<file path="config.mk">
export PLATFORM = sky130hd
export DESIGN_NAME = pfr_top
export DESIGN_NICKNAME = d
export VERILOG_FILES = /design/src/rtl/pfr_pkg.sv /design/src/rtl/pfr_fault_field.sv /design/src/rtl/pfr_top.sv
export SDC_FILE = /design/constraint.sdc
export NUM_CORES = 1
export LEC_CHECK = 0
export ABC_AREA = 1
export BUFFER_PORTS_ARGS = -buffer_cell sky130_fd_sc_hd__buf_2
export CORE_UTILIZATION = 46
export CTS_CLUSTER_DIAMETER = 150
export DETAILED_ROUTE_END_ITERATION = 6
export GPL_TIMING_DRIVEN = 1
export PLACE_DENSITY = 0.85
export SYNTH_ARGS = -nofsm -noshare
export SYNTH_HDL_FRONTEND = slang
export SYNTH_SLANG_ARGS = --single-unit
</file>
<file path="constraint.sdc">
create_clock -name i_ref_clk -period 3.3 [get_ports i_ref_clk]
set_clock_uncertainty 0.1 [all_clocks]
set_input_delay 0.66 -clock i_ref_clk [delete_from_list [all_inputs] [get_ports i_ref_clk]]
set_output_delay 0.66 -clock i_ref_clk [all_outputs]
set_load 0.01 [all_outputs]
</file>
<file path="src/rtl/pfr_pkg.sv">
// Purpose: Shared constants and types for the power-on fault and port
//          remap register bank.
// Assumes: One four-channel group, byte-wide command-addressed registers.
// Notes:   Command codes are the register addresses seen by the host.
package pfr_pkg;

    localparam int PFR_NUM_CH = 4;
    localparam int PFR_CODE_W = 2;

    localparam logic [7:0] PFR_CMD_FAULT_RO = 8'h24;
    localparam logic [7:0] PFR_CMD_FAULT_RC = 8'h25;
    localparam logic [7:0] PFR_CMD_REMAP = 8'h26;
    localparam logic [7:0] PFR_CMD_DEV_RESET = 8'h1A;

    localparam logic [7:0] PFR_FAULT_RST = 8'h00;
    localparam logic [7:0] PFR_REMAP_RST = 8'hE4;
    localparam logic [7:0] PFR_UNMAPPED_RD = 8'h00;
    localparam logic [3:0] PFR_ALL_CH = 4'hF;

    typedef enum logic [1:0]
    {
        PFR_FLT_NONE = 2'h0,
        PFR_FLT_DETECT = 2'h1,
        PFR_FLT_CLASS = 2'h2,
        PFR_FLT_POWER = 2'h3
    } pfr_fault_t;

    // One host register access
    typedef struct packed
    {
        logic valid;
        logic write;
        logic [7:0] code;
        logic [7:0] wdata;
    } pfr_cmd_t;

    // Per-channel events from the channel state machines
    typedef struct packed
    {
        logic turn_off;
        logic turnon_fail;
        logic start_fault;
        logic pec_flag;
        logic alloc_denied;
        pfr_fault_t cause;
    } pfr_chan_evt_t;

endpackage : pfr_pkg

</file>
<file path="src/rtl/pfr_fault_field.sv">
// Purpose: One channel's 2-bit turn-on fault code.
// Assumes: Events are one-cycle pulses on the same clock.
// Notes:   A new fault always beats a clear in the same cycle.
`timescale 1ns/1ns
module pfr_fault_field
    import pfr_pkg::*;
(
    input wire logic i_ref_clk,
    input wire logic i_rst,
    input wire pfr_chan_evt_t i_evt,
    input wire logic i_read_clear,
    output pfr_fault_t o_code
);

    pfr_fault_t code_reg;
    pfr_fault_t code_next;
    wire logic load_fail;
    wire logic load_start;
    pfr_fault_t load_code;

    assign load_fail = i_evt.turnon_fail;
    assign load_start = i_evt.start_fault && !i_evt.pec_flag;

    // Allocation refusal overrides the reported cause
    always_comb
    begin
        load_code = i_evt.cause;
        if (i_evt.alloc_denied)
        begin
            load_code = PFR_FLT_POWER;
        end
    end

    always_comb
    begin
        code_next = code_reg;
        if (load_fail || load_start)
        begin
            code_next = load_code;
        end
        else if (i_evt.turn_off || i_read_clear)
        begin
            code_next = PFR_FLT_NONE;
        end
    end

    always_ff @(posedge i_ref_clk)
    begin
        if (i_rst)
        begin
            code_reg <= PFR_FLT_NONE;
        end
        else
        begin
            code_reg <= code_next;
        end
    end

    assign o_code = code_reg;

endmodule : pfr_fault_field

</file>
<file path="src/rtl/pfr_top.sv">
// Purpose: Power-on fault status and logical-to-physical channel map
//          registers for one four-channel group.
// Assumes: Host accesses arrive decoded, one byte per command code.
// Notes:   Map survives device reset; only power-on reset restores it.
`timescale 1ns/1ns
module pfr_top
    import pfr_pkg::*;
#(
    parameter int NUM_CH = PFR_NUM_CH
)
(
    input wire logic i_ref_clk,
    input wire logic i_rst,
    input wire logic i_por_rst,
    input wire pfr_cmd_t i_cmd,
    input wire pfr_chan_evt_t [NUM_CH-1:0] i_chan_evt,
    input wire logic [NUM_CH-1:0] i_chan_off,
    output logic [7:0] o_rdata,
    output logic o_rvalid,
    output logic o_remap_ignored,
    output logic [NUM_CH-1:0][PFR_CODE_W-1:0] o_phys_chan,
    output logic [NUM_CH-1:0][NUM_CH-1:0] o_phys_onehot
);

    logic [7:0] map_reg;
    logic [7:0] rdata_reg;
    logic rvalid_reg;
    logic ignored_reg;
    wire logic [7:0] map_next;
    wire logic [7:0] rdata_next;
    wire logic rvalid_next;
    wire logic ignored_next;
    wire logic [7:0] fault_byte;
    wire logic [NUM_CH-1:0] used_codes;
    wire logic [NUM_CH-1:0][NUM_CH-1:0] code_hit;
    wire logic [NUM_CH-1:0][PFR_CODE_W-1:0] wr_field;
    wire logic [NUM_CH-1:0][PFR_CODE_W-1:0] map_field;
    wire logic any_rst;
    wire logic cmd_rd;
    wire logic cmd_wr;
    wire logic code_ro;
    wire logic code_rc;
    wire logic code_map;
    wire logic code_dev_reset;
    wire logic rd_ro;
    wire logic rd_rc;
    wire logic rd_fault;
    wire logic rd_map;
    wire logic wr_map;
    wire logic map_is_perm;
    wire logic group_off;
    wire logic map_accept;
    wire logic map_refuse;

    // Either reset clears the fault side; only power-on touches the map
    assign any_rst = i_rst || i_por_rst;

    // Direction of the access in flight
    assign cmd_rd = i_cmd.valid && !i_cmd.write;
    assign cmd_wr = i_cmd.valid && i_cmd.write;

    assign code_ro = (i_cmd.code == PFR_CMD_FAULT_RO);
    assign code_rc = (i_cmd.code == PFR_CMD_FAULT_RC);
    assign code_map = (i_cmd.code == PFR_CMD_REMAP);
    assign code_dev_reset = (i_cmd.code == PFR_CMD_DEV_RESET);

    assign rd_ro = cmd_rd && code_ro;
    assign rd_rc = cmd_rd && code_rc;
    assign rd_fault = rd_ro || rd_rc;
    assign rd_map = cmd_rd && code_map;
    // Device reset command is decoded here only to mask the map write; it never reaches the map
    assign wr_map = cmd_wr && code_map && !code_dev_reset;

    genvar g;
    genvar f;
    generate
        for (g = 0; g < NUM_CH; g++)
        begin : g_ch
            pfr_fault_t code;
            pfr_fault_field u_field
            (
                .i_ref_clk(i_ref_clk),
                .i_rst(any_rst),
                .i_evt(i_chan_evt[g]),
                .i_read_clear(rd_rc),
                .o_code(code)
            );
            assign fault_byte[2*g +: PFR_CODE_W] = code;
            assign wr_field[g] = i_cmd.wdata[2*g +: PFR_CODE_W];
            assign map_field[g] = map_reg[2*g +: PFR_CODE_W];
            for (f = 0; f < NUM_CH; f++)
            begin : g_fld
                // Write field f names physical code g
                assign code_hit[g][f] =
                    (wr_field[f] == PFR_CODE_W'(g));
                // Code k drives physical channel k of the group
                assign o_phys_onehot[g][f] =
                    (map_field[g] == PFR_CODE_W'(f));
            end
            assign used_codes[g] = |code_hit[g];
            // Codes only reach the four channels of this group
            assign o_phys_chan[g] = map_field[g];
        end
    endgenerate

    // Every code used once means the write is a full permutation
    assign map_is_perm = (used_codes == PFR_ALL_CH);
    assign group_off = &i_chan_off;
    assign map_accept = wr_map && map_is_perm && group_off;
    assign map_refuse = wr_map && !map_accept;
    assign map_next = map_accept ? i_cmd.wdata : map_reg;

    // Unknown codes read as zero; the byte stands for one cycle only
    assign rdata_next = rd_fault ? fault_byte
        : (rd_map ? map_reg : PFR_UNMAPPED_RD);
    assign rvalid_next = cmd_rd;
    assign ignored_next = map_refuse;

    // Only power-on restores the map; the reset pin leaves it alone
    always_ff @(posedge i_ref_clk)
    begin
        if (i_por_rst)
        begin
            map_reg <= PFR_REMAP_RST;
        end
        else
        begin
            map_reg <= map_next;
        end
    end

    always_ff @(posedge i_ref_clk)
    begin
        if (any_rst)
        begin
            rdata_reg <= PFR_FAULT_RST;
        end
        else
        begin
            rdata_reg <= rdata_next;
        end
    end

    always_ff @(posedge i_ref_clk)
    begin
        if (any_rst)
        begin
            rvalid_reg <= 1'b0;
        end
        else
        begin
            rvalid_reg <= rvalid_next;
        end
    end

    // Refusal is a pulse; the host sees it once per rejected write
    always_ff @(posedge i_ref_clk)
    begin
        if (any_rst)
        begin
            ignored_reg <= 1'b0;
        end
        else
        begin
            ignored_reg <= ignored_next;
        end
    end

    assign o_rdata = rdata_reg;
    assign o_rvalid = rvalid_reg;
    assign o_remap_ignored = ignored_reg;

endmodule : pfr_top

</file>
==> flow_metrics.env, run 1 <==
export IMPL_slew_headroom_pct=66.7
export IMPL_dpl_cell_area_um2=1870
export IMPL_tns_ps=0
export IMPL_stdcell_area_um2=1920
export IMPL_fp_dieW_um=57.4
export IMPL_ys_seq_elements=26
export IMPL_synth_top_area_share_pct=36.9
export IMPL_initial_core_util_pct=49.9
export IMPL_coreArea_um2=2830
export IMPL_p_leak_nw=1.16
export IMPL_worst_path_largest_cell_delay_ps=460
export IMPL_first_pass_iters=6
export IMPL_layout_setup_ws_ps=1450
export IMPL_io_pins=87
export IMPL_cts_hold_buf=0
export IMPL_fmax_mhz=541
export IMPL_ys_warn_count=0
export IMPL_ir_worst_vdd_v=0.000275
export IMPL_cts_resized=0
export IMPL_status="finished, violations left"
export IMPL_powerDensity_nw_per_um2=324
export IMPL_post_route_drc_count=7
export IMPL_cts_setup_buffers=0
export IMPL_place_ws_ps=1430
export IMPL_syn_to_final_growth_pct=35.9
export IMPL_fillers=266
export IMPL_cts_tree="built"
export IMPL_hold_viol_final=0
export IMPL_grt_overflow_total=0
export IMPL_critPathRequiredTime_ps=2540
export IMPL_cts_root_buffer="clkbuf_4"
export IMPL_grt_setup_unrepaired="false"
export IMPL_cts_sinks=26
export IMPL_holdWs_ps=382
export IMPL_cts_clk_slew_worst_paths_ps=140
export IMPL_drv_slew=0
export IMPL_violations="design-rule violations"
export IMPL_nNetsFinal=361
export IMPL_drt_iter0_markers=56
export IMPL_final_cell_mix="buf_2 (86), nand2_1 (42), nor2_1 (39), inv_1 (38), dfxtp_1 (26)"
export IMPL_syn_cell_area_um2=1410
export IMPL_crit_path_end_kind="primary output"
export IMPL_finalSetupViolations=0
export IMPL_worstPathCellList="inv_1 -> nor2_1 -> buf_2"
export IMPL_antenna_left=0
export IMPL_grt_pass1_wl_mm=5.33
export IMPL_critical_path_startpoint_type="register"
export IMPL_routed_via_density=4.74
export IMPL_final_common_cell="buf_2"
export IMPL_synth_distinct_cells=19
export IMPL_cp_arrival_ps=1090
export IMPL_wl_per_cell_um=9.83
export IMPL_io_buffers=86
export IMPL_netlist_instances=219
export IMPL_wl_mm=3.32
export IMPL_cts_buffer_depth=2
export IMPL_vias=1602
export IMPL_numCtsBuffers=3
export IMPL_grt_pass1_vias=1311
export IMPL_ys_seq_area_share_pct=36.9
export IMPL_fin_crit_ps=1850
export IMPL_insertion_delay_ps=310
export IMPL_antenna_found_initial=0
export IMPL_drive_gt1_share_pct=34.9
export IMPL_avgSynthCellArea_um2=6.44
export IMPL_finalCritPeriodShare_pct=56.0
export IMPL_yosys_top_cells_area="dfxtp_1 (37%), nand2_1 (11%), nor2_1 (10%)"
export IMPL_maxCapViolCount=0
export IMPL_dieArea_um2=3290
export IMPL_cts_max_level=1
export IMPL_crit_path_max_fanout=6
export IMPL_dp_hpwl_mm=2.66
export IMPL_hp_class="reg -> reg"
export IMPL_crit_type="reg -> out"
export IMPL_fp_dieH_um=57.4
export IMPL_synth_top_area_cell="dfxtp_1"
export IMPL_grt_util_all_layers_pct=20.1
export IMPL_grt_start_max_net_pins=16
export IMPL_synth_fp_nets=272
export IMPL_gp_congestion=0.807
export IMPL_crit_slowest_cell="dfxtp_1"
export IMPL_diodes=0
export IMPL_num_rows=19
export IMPL_worst_pin_slew_ps=496
==> flip-flops by register name, summed over array words and instances (netlist names) <==
name                 flops
o_rvalid                 1
g_ch.u_field.o_code      8
o_phys_chan              8
o_remap_ignored          1
o_rdata                  8
==> worst paths after layout <==
check,startpoint,to,slack [ps],cells past startpoint
worst max-delay path,o_phys_chan[3]$_SDFFE_PP0P_,o_phys_onehot[6],1450,3
worst max register to register,o_phys_chan[3]$_SDFFE_PP0P_,o_phys_chan[3]$_SDFFE_PP0P_,2390,4
worst min register to register,g_ch[0].u_field.o_code[0]$_SDFFE_PP0P_,o_rdata[0]$_SDFF_PP0_,380,2
worst min-delay path,g_ch[0].u_field.o_code[0]$_SDFFE_PP0P_,o_rdata[0]$_SDFF_PP0_,380,2
==> logic make-up after synthesis <==
logic type	Yosys count	share of synthesized area, %
buffers and inverters	44	12.2
flip-flops	26	36.9
AND/OR/NAND/NOR	114	38.5
AO/OA/AOI/OAI	35	12.4
==> per-layer routing <==
layer,share of wire (%),up-vias,GRT usage [%]
met5,0,-,0
met4,0.81,0,7.32
met3,6.1,2,2.72
li1,-,861,-
met2,49,64,35.5
met1,44,675,24.8
==> report_power, final <==
part / switching (mW) / internal (mW) / total (mW)
clock network: 0.0928 / 0.123 / 0.216
logic: 0.0469 / 0.0383 / 0.0852
registers: 0.00237 / 0.319 / 0.321
==> metrics by stage <==
step / utilization [%] / total power, mW / cells
floorplan: - / 0.370 / 219
global placement: 65.9 / 0.412 / 334
detailed placement: 65.9 / 0.414 / 334
CTS: 67.8 / 0.625 / 338
global route: 67.8 / 0.653 / 338
finish: 67.8 / 0.622 / 338
==> layout make-up <==
type	count	area [um^2]	area share, %
sequential	26	520	27.1
multi-input combinational	149	718	37.4
tap	31	38.8	2.02
timing repair buffer	86	430	22.4
inverter	42	158	8.22
clock buffer	3	22.5	1.17
clock inverter	1	30.0	1.57
==> critical path, delay by kind of cell (launching register included) <==
| family | cells | cell delay (ps) |
|---|---|---|
| buffers and inverters | 2 | 240 |
| flip-flops | 1 | 460 |
| AND/OR/NAND/NOR | 1 | 90 |
==> synthesized netlist by cell type, drive strengths merged <==
cell type   n
nand3       9
dfxtp      26
nor2       44
nand2      49
nor3b       1
nand4      10
inv        42
buf         1
nor3        1
clkbuf      1
a21oi      20
o21ai      15
Power figures use the tool's default switching activity.
==> run 2, diff against run 1 <==
--- a/config.mk
+++ b/config.mk
@@ -7,11 +7,11 @@
 export LEC_CHECK = 0
 export ABC_AREA = 1
 export BUFFER_PORTS_ARGS = -buffer_cell sky130_fd_sc_hd__buf_2
-export CORE_UTILIZATION = 46
+export CORE_UTILIZATION = 42
 export CTS_CLUSTER_DIAMETER = 150
 export DETAILED_ROUTE_END_ITERATION = 6
 export GPL_TIMING_DRIVEN = 1
-export PLACE_DENSITY = 0.85
+export PLACE_DENSITY = 0.79
 export SYNTH_ARGS = -nofsm -noshare
 export SYNTH_HDL_FRONTEND = slang
 export SYNTH_SLANG_ARGS = --single-unit
==> constraint.sdc (replaced) <==
create_clock -name i_ref_clk -period 1.74 [get_ports i_ref_clk]
set_clock_uncertainty 0.1 [all_clocks]
set_input_delay 0.348 -clock i_ref_clk [delete_from_list [all_inputs] [get_ports i_ref_clk]]
set_output_delay 0.348 -clock i_ref_clk [all_outputs]
set_load 0.01 [all_outputs]
==> run 2 against run 1 <==
The flow now finishes without violations. Die area grew 9.2%. Sequential power grew 90%. Count of clock-buffer cells in the layout unchanged. Critical path depth unchanged. Non-clock buffer count unchanged. Combinational power rose by 90%. Utilization fell by 6.9 points. Wire length grew 2.3%. Register-to-register slack got worse by 1600 ps. Power is 63% higher. Sequential share of layout area increased by 0.20 points. Largest cell class unchanged.
==> flow_metrics.env, run 2 (synthesis results as in run 1) <==
export IMPL_vias=1635
export IMPL_grt_setup_unrepaired="false"
export IMPL_numCtsBuffers=3
export IMPL_finalCritPeriodShare_pct=89.7
export IMPL_dp_hpwl_mm=2.72
export IMPL_use_met1_pct=21.6
export IMPL_final_common_cell="buf_2"
export IMPL_hp_class="in -> reg"
export IMPL_cts_buffer_depth=2
export IMPL_wl_mm=3.40
export IMPL_ir_worst_vdd_v=0.000400
export IMPL_insertion_delay_ps=310
export IMPL_routed_via_density=4.67
export IMPL_grt_pass1_wl_mm=5.02
export IMPL_drt_iter0_markers=89
export IMPL_nNetsFinal=361
export IMPL_status="finished, final reports clean"
export IMPL_worst_path_largest_cell_delay_ps=490
export IMPL_antenna_left=0
export IMPL_dieArea_um2=3600
export IMPL_grt_start_max_net_pins=14
export IMPL_crit_path_end_kind="primary output"
export IMPL_fp_dieW_um=60.0
export IMPL_cts_sinks=26
export IMPL_cts_root_buffer="clkbuf_4"
export IMPL_coreArea_um2=3130
export IMPL_cts_max_level=1
export IMPL_layout_setup_ws_ps=179
export IMPL_finalSetupViolations=0
export IMPL_num_rows=20
export IMPL_wl_per_cell_um=9.71
export IMPL_drive_gt1_share_pct=34.6
export IMPL_fin_crit_ps=1560
export IMPL_crit_path_max_fanout=7
export IMPL_cts_hold_buf=0
export IMPL_grt_pass1_vias=1261
export IMPL_grt_busiest_layer="met2"
export IMPL_crit_slowest_cell="dfxtp_1"
export IMPL_critPathRequiredTime_ps=1290
export IMPL_grtUsageMet2_pct=32.7
export IMPL_critical_path_startpoint_type="register"
export IMPL_post_route_drc_count=0
export IMPL_first_pass_iters=4
export IMPL_drv_slew=0
export IMPL_fp_dieH_um=60.0
export IMPL_grt_overflow_total=0
export IMPL_fmax_mhz=641
export IMPL_place_ws_ps=184
export IMPL_diodes=0
export IMPL_worst_pin_slew_ps=460
export IMPL_dpl_cell_area_um2=1880
export IMPL_cts_setup_buffers=0
export IMPL_crit_type="reg -> out"
export IMPL_maxCapViolCount=0
export IMPL_syn_to_final_growth_pct=34.9
export IMPL_cp_arrival_ps=1110
export IMPL_gp_congestion=0.789
export IMPL_cts_resized=0
export IMPL_initial_core_util_pct=45.1
export IMPL_slew_headroom_pct=69.1
export IMPL_powerDensity_nw_per_um2=533
export IMPL_io_buffers=86
export IMPL_hold_viol_final=0
export IMPL_stdcell_area_um2=1900
export IMPL_final_cell_mix="buf_2 (86), nand2_1 (42), nor2_1 (39), inv_1 (38), dfxtp_1 (26)"
export IMPL_worstPathCellList="inv_1 -> nor2_1 -> buf_2"
export IMPL_use_met3_pct=4.55
export IMPL_cts_clk_slew_worst_paths_ps=130
export IMPL_cts_tree="built"
export IMPL_tns_ps=0
export IMPL_io_pins=87
export IMPL_grt_util_all_layers_pct=18.2
export IMPL_antenna_found_initial=0
export IMPL_p_leak_nw=1.15
## run 2: worst paths after layout
path / startpoint / endpoint / slack, ps / depth (start not counted)
hold / removal: i_cmd[4] / o_phys_chan[4]$_SDFFE_PP0P_ / 210 / 3
setup / recovery: o_phys_chan[2]$_SDFFE_PP1P_ / o_phys_onehot[5] / 180 / 3
setup reg to reg: o_phys_chan[3]$_SDFFE_PP0P_ / o_phys_chan[3]$_SDFFE_PP0P_ / 830 / 4
hold reg to reg: g_ch[2].u_field.o_code[0]$_SDFFE_PP0P_ / o_rdata[4]$_SDFF_PP0_ / 380 / 2
## run 2: layer usage
| layer | wire [um] | vias to the layer above | share of wire (%) |
|---|---|---|---|
| li1 | - | 858 | - |
| met5 | 0 | - | 0 |
| met2 | 1620 | 67 | 48 |
| met3 | 228 | 2 | 6.7 |
| met4 | 19 | 0 | 0.56 |
| met1 | 1530 | 708 | 45 |
## run 2: area by class of cell
| class | count | area [um^2] |
|---|---|---|
| Clock buffer | 3 | 22.5 |
| Fill cell | 314 | 1220 |
| Inverter | 42 | 158 |
| Multi-Input combinational cell | 149 | 718 |
| Sequential cell | 26 | 520 |
| Tap cell | 44 | 55.1 |
| Timing Repair Buffer | 86 | 430 |
## run 2: per-stage QoR
| step | total power, mW | hold slack, ps | std cells | utilization [%] |
|---|---|---|---|---|
| CTS | 1.02 | 211 | 350 | 60.9 |
| detailed placement | 0.786 | 368 | 347 | 60.2 |
| global placement | 0.782 | 361 | 347 | 60.2 |
| floorplan | 0.703 | 345 | 219 | - |
| global route | 1.06 | 217 | 350 | 60.9 |
| finish | 1.02 | 210 | 350 | 60.9 |
## run 2: worst max-delay path: cells and delay by family, from the launching register on
family                 cells  cell delay (ps)
buffers and inverters      2              220
DFF                        1              490
and+or+nand+nor            1               90
## run 2: power by group
part           internal [mW]  total [mW]  switching, mW
logic                 0.0726       0.162         0.0895
clock network         0.0809       0.244          0.163
registers              0.605       0.609        0.00444
==> run 3, diff against run 2 <==
--- a/config.mk
+++ b/config.mk
@@ -5,13 +5,13 @@
 export SDC_FILE = /design/constraint.sdc
 export NUM_CORES = 1
 export LEC_CHECK = 0
-export ABC_AREA = 1
+export ABC_AREA = 0
 export BUFFER_PORTS_ARGS = -buffer_cell sky130_fd_sc_hd__buf_2
-export CORE_UTILIZATION = 42
+export CORE_UTILIZATION = 45
 export CTS_CLUSTER_DIAMETER = 150
 export DETAILED_ROUTE_END_ITERATION = 6
 export GPL_TIMING_DRIVEN = 1
-export PLACE_DENSITY = 0.79
+export PLACE_DENSITY = 0.85
 export SYNTH_ARGS = -nofsm -noshare
 export SYNTH_HDL_FRONTEND = slang
 export SYNTH_SLANG_ARGS = --single-unit
==> constraint.sdc (replaced) <==
create_clock -name i_ref_clk -period 1.8 [get_ports i_ref_clk]
set_clock_uncertainty 0.1 [all_clocks]
set_input_delay 0.36 -clock i_ref_clk [delete_from_list [all_inputs] [get_ports i_ref_clk]]
set_output_delay 0.36 -clock i_ref_clk [all_outputs]
set_load 0.01 [all_outputs]
==> run 3 against run 2 <==
Global-route usage is 3.9 points higher. Sequential share of layout area is 0.18 points higher. Synthesized cell count fell by 30%. Critical endpoint is now o_phys_chan[0]$_SDFFE_PP0P_. Largest cell class unchanged.
==> flow_metrics.env, run 3 <==
export IMPL_initial_core_util_pct=47.8
export IMPL_fp_dieH_um=56.1
export IMPL_tns_ps=0
export IMPL_netlist_top_cells_count="dfxtp_1 (26), nor2_1 (13), nand3_1 (12), a21oi_1 (9)"
export IMPL_cts_resized=0
export IMPL_worstPathCellList="buf_2 -> a222oi_1 -> o32ai_1 -> o211ai_1 -> o21ai_1 -> a21oi_1"
export IMPL_final_cell_mix="buf_2 (86), dfxtp_1 (26), nor2_1 (13), nand3_1 (12), buf_4 (10)"
export IMPL_io_pins=87
export IMPL_cts_root_buffer="clkbuf_4"
export IMPL_maxCapViolCount=0
export IMPL_gp_congestion=0.795
export IMPL_hold_viol_final=0
export IMPL_instances_no_fill=280
export IMPL_ys_seq_area_share_pct=39.5
export IMPL_antenna_found_initial=0
export IMPL_place_inst=276
export IMPL_worst_path_largest_cell_delay_ps=560
export IMPL_cts_setup_buffers=0
export IMPL_critical_path_startpoint_type="input pin"
export IMPL_grt_pass1_vias=1291
export IMPL_vias=1513
export IMPL_synth_top_area_cell="dfxtp_1"
export IMPL_powerDensity_nw_per_um2=602
export IMPL_grt_setup_unrepaired="false"
export IMPL_cts_hold_buf=0
export IMPL_grt_busiest_layer="met2"
export IMPL_grt_start_max_net_pins=19
export IMPL_ir_worst_vdd_v=0.000826
export IMPL_wl_per_cell_um=12.4
export IMPL_dieArea_um2=3150
export IMPL_nNetsFinal=303
export IMPL_critPathRequiredTime_ps=1950
export IMPL_p_leak_nw=0.867
export IMPL_fin_crit_ps=1640
export IMPL_netlist_instances=153
export IMPL_diodes=0
export IMPL_grt_overflow_total=0
export IMPL_numCtsBuffers=3
export IMPL_synth_edff_count=0
export IMPL_syn_cell_area_um2=1320
export IMPL_worst_pin_slew_ps=663
export IMPL_use_met1_pct=27.5
export IMPL_grt_pass1_wl_mm=5.54
export IMPL_cts_sinks=26
export IMPL_post_route_drc_count=0
export IMPL_grt_util_all_layers_pct=22.1
export IMPL_drive_gt1_share_pct=43.4
export IMPL_use_met3_pct=2.09
export IMPL_cp_arrival_ps=1790
export IMPL_holdWs_ps=175
export IMPL_fmax_mhz=609
export IMPL_drv_slew=0
export IMPL_cts_max_level=1
export IMPL_final_common_cell="buf_2"
export IMPL_fin_util_pct=68.6
export IMPL_synth_top_area_share_pct=39.5
export IMPL_crit_type="in -> reg"
export IMPL_dpl_cell_area_um2=1840
export IMPL_yosysMostFrequentCell="dfxtp_1"
export IMPL_cts_tree="built"
export IMPL_place_ws_ps=-157
export IMPL_layout_setup_ws_ps=159
export IMPL_synth_distinct_cells=33
export IMPL_fp_dieW_um=56.1
export IMPL_crit_path_max_fanout=8
export IMPL_grtUsageMet2_pct=38.9
export IMPL_first_pass_iters=4
export IMPL_synth_ff_type="dfxtp_1"
export IMPL_insertion_delay_ps=320
export IMPL_async_flop_share_pct=0
export IMPL_yosys_top_cells_area="dfxtp_1 (39%), nand3_1 (4.6%), a211oi_1 (4.6%)"
export IMPL_dp_hpwl_mm=2.70
export IMPL_cts_buffer_depth=2
export IMPL_hp_class="in -> reg"
export IMPL_ys_seq_elements=26
export IMPL_ys_warn_count=0
export IMPL_synth_fp_nets=206
export IMPL_status="finished, final reports clean"
export IMPL_avgSynthCellArea_um2=8.62
export IMPL_stdcell_area_um2=1890
export IMPL_finalCritPeriodShare_pct=91.2
export IMPL_slew_headroom_pct=55.6
export IMPL_routed_via_density=5.40
export IMPL_coreArea_um2=2760
export IMPL_antenna_left=0
export IMPL_p_total_mw=1.14
export IMPL_drt_iter0_markers=49
export IMPL_wl_mm=3.46
export IMPL_num_rows=19
export IMPL_crit_path_end_kind="register"
export IMPL_io_buffers=86
export IMPL_finalSetupViolations=0
export IMPL_syn_to_final_growth_pct=43.5
export IMPL_cts_clk_slew_worst_paths_ps=140
export IMPL_crit_slowest_cell="o211ai_1"
-- run 3: cell count changes after synthesis, moves of 9 or more --
cell,delta
o21ai_0,-13
nand2_1,-40
nor2_1,-26
nand4_1,-9
inv_1,-32
a21oi_1,-11
-- run 3: path summary, 6_finish.rpt --
kind / slack [ps] / end / start / cells past startpoint
worst max register to register: 880 / g_ch[2].u_field.o_code[0]$_SDFFE_PP0P_ / g_ch[2].u_field.o_code[0]$_SDFFE_PP0P_ / 2
worst max-delay path: 160 / o_phys_chan[0]$_SDFFE_PP0P_ / i_cmd[3] / 6
worst min register to register: 410 / g_ch[3].u_field.o_code[1]$_SDFFE_PP0P_ / g_ch[3].u_field.o_code[1]$_SDFFE_PP0P_ / 2
worst min-delay path: 170 / o_phys_chan[3]$_SDFFE_PP0P_ / i_por_rst / 2
-- run 3: critical path, delay by kind of cell --
family                 cells  cell delay (ps)
buffers and inverters      1              110
AOI/OAI and AO/OA          5             1310
-- run 3: routing by layer --
metal  routed length (um)  part of all wire (%)
met1                 1550                    45
met2                 1700                    49
met3                  179                   5.2
met4                   27                  0.78
met5                    0                     0
-- run 3: layout make-up --
| type | count | area (um^2) |
|---|---|---|
| Multi-Input combinational cell | 117 | 752 |
| Inverter | 6 | 22.5 |
| Timing Repair Buffer | 96 | 505 |
| Tap cell | 31 | 38.8 |
| Clock inverter | 1 | 30.0 |
| Sequential cell | 26 | 520 |
| Clock buffer | 3 | 22.5 |
| Fill cell | 233 | 866 |
-- run 3: logic make-up (layout without fill, tap and decap cells) --
family,after synthesis,after routing,share of synthesized area (%)
AO/OA/AOI/OAI,41,41,21.1
buffers and inverters,10,106,3.51
flip-flops,26,26,39.5
AND/OR/NAND/NOR,76,76,36.0
-- run 3: report_power, final --
group | total (mW) | switching, mW | internal (mW)
Sequential | 0.592 | 0.00591 | 0.586
Combinational | 0.152 | 0.0712 | 0.0810
Clock | 0.396 | 0.170 | 0.225
Total | 1.14 | 0.248 | 0.892
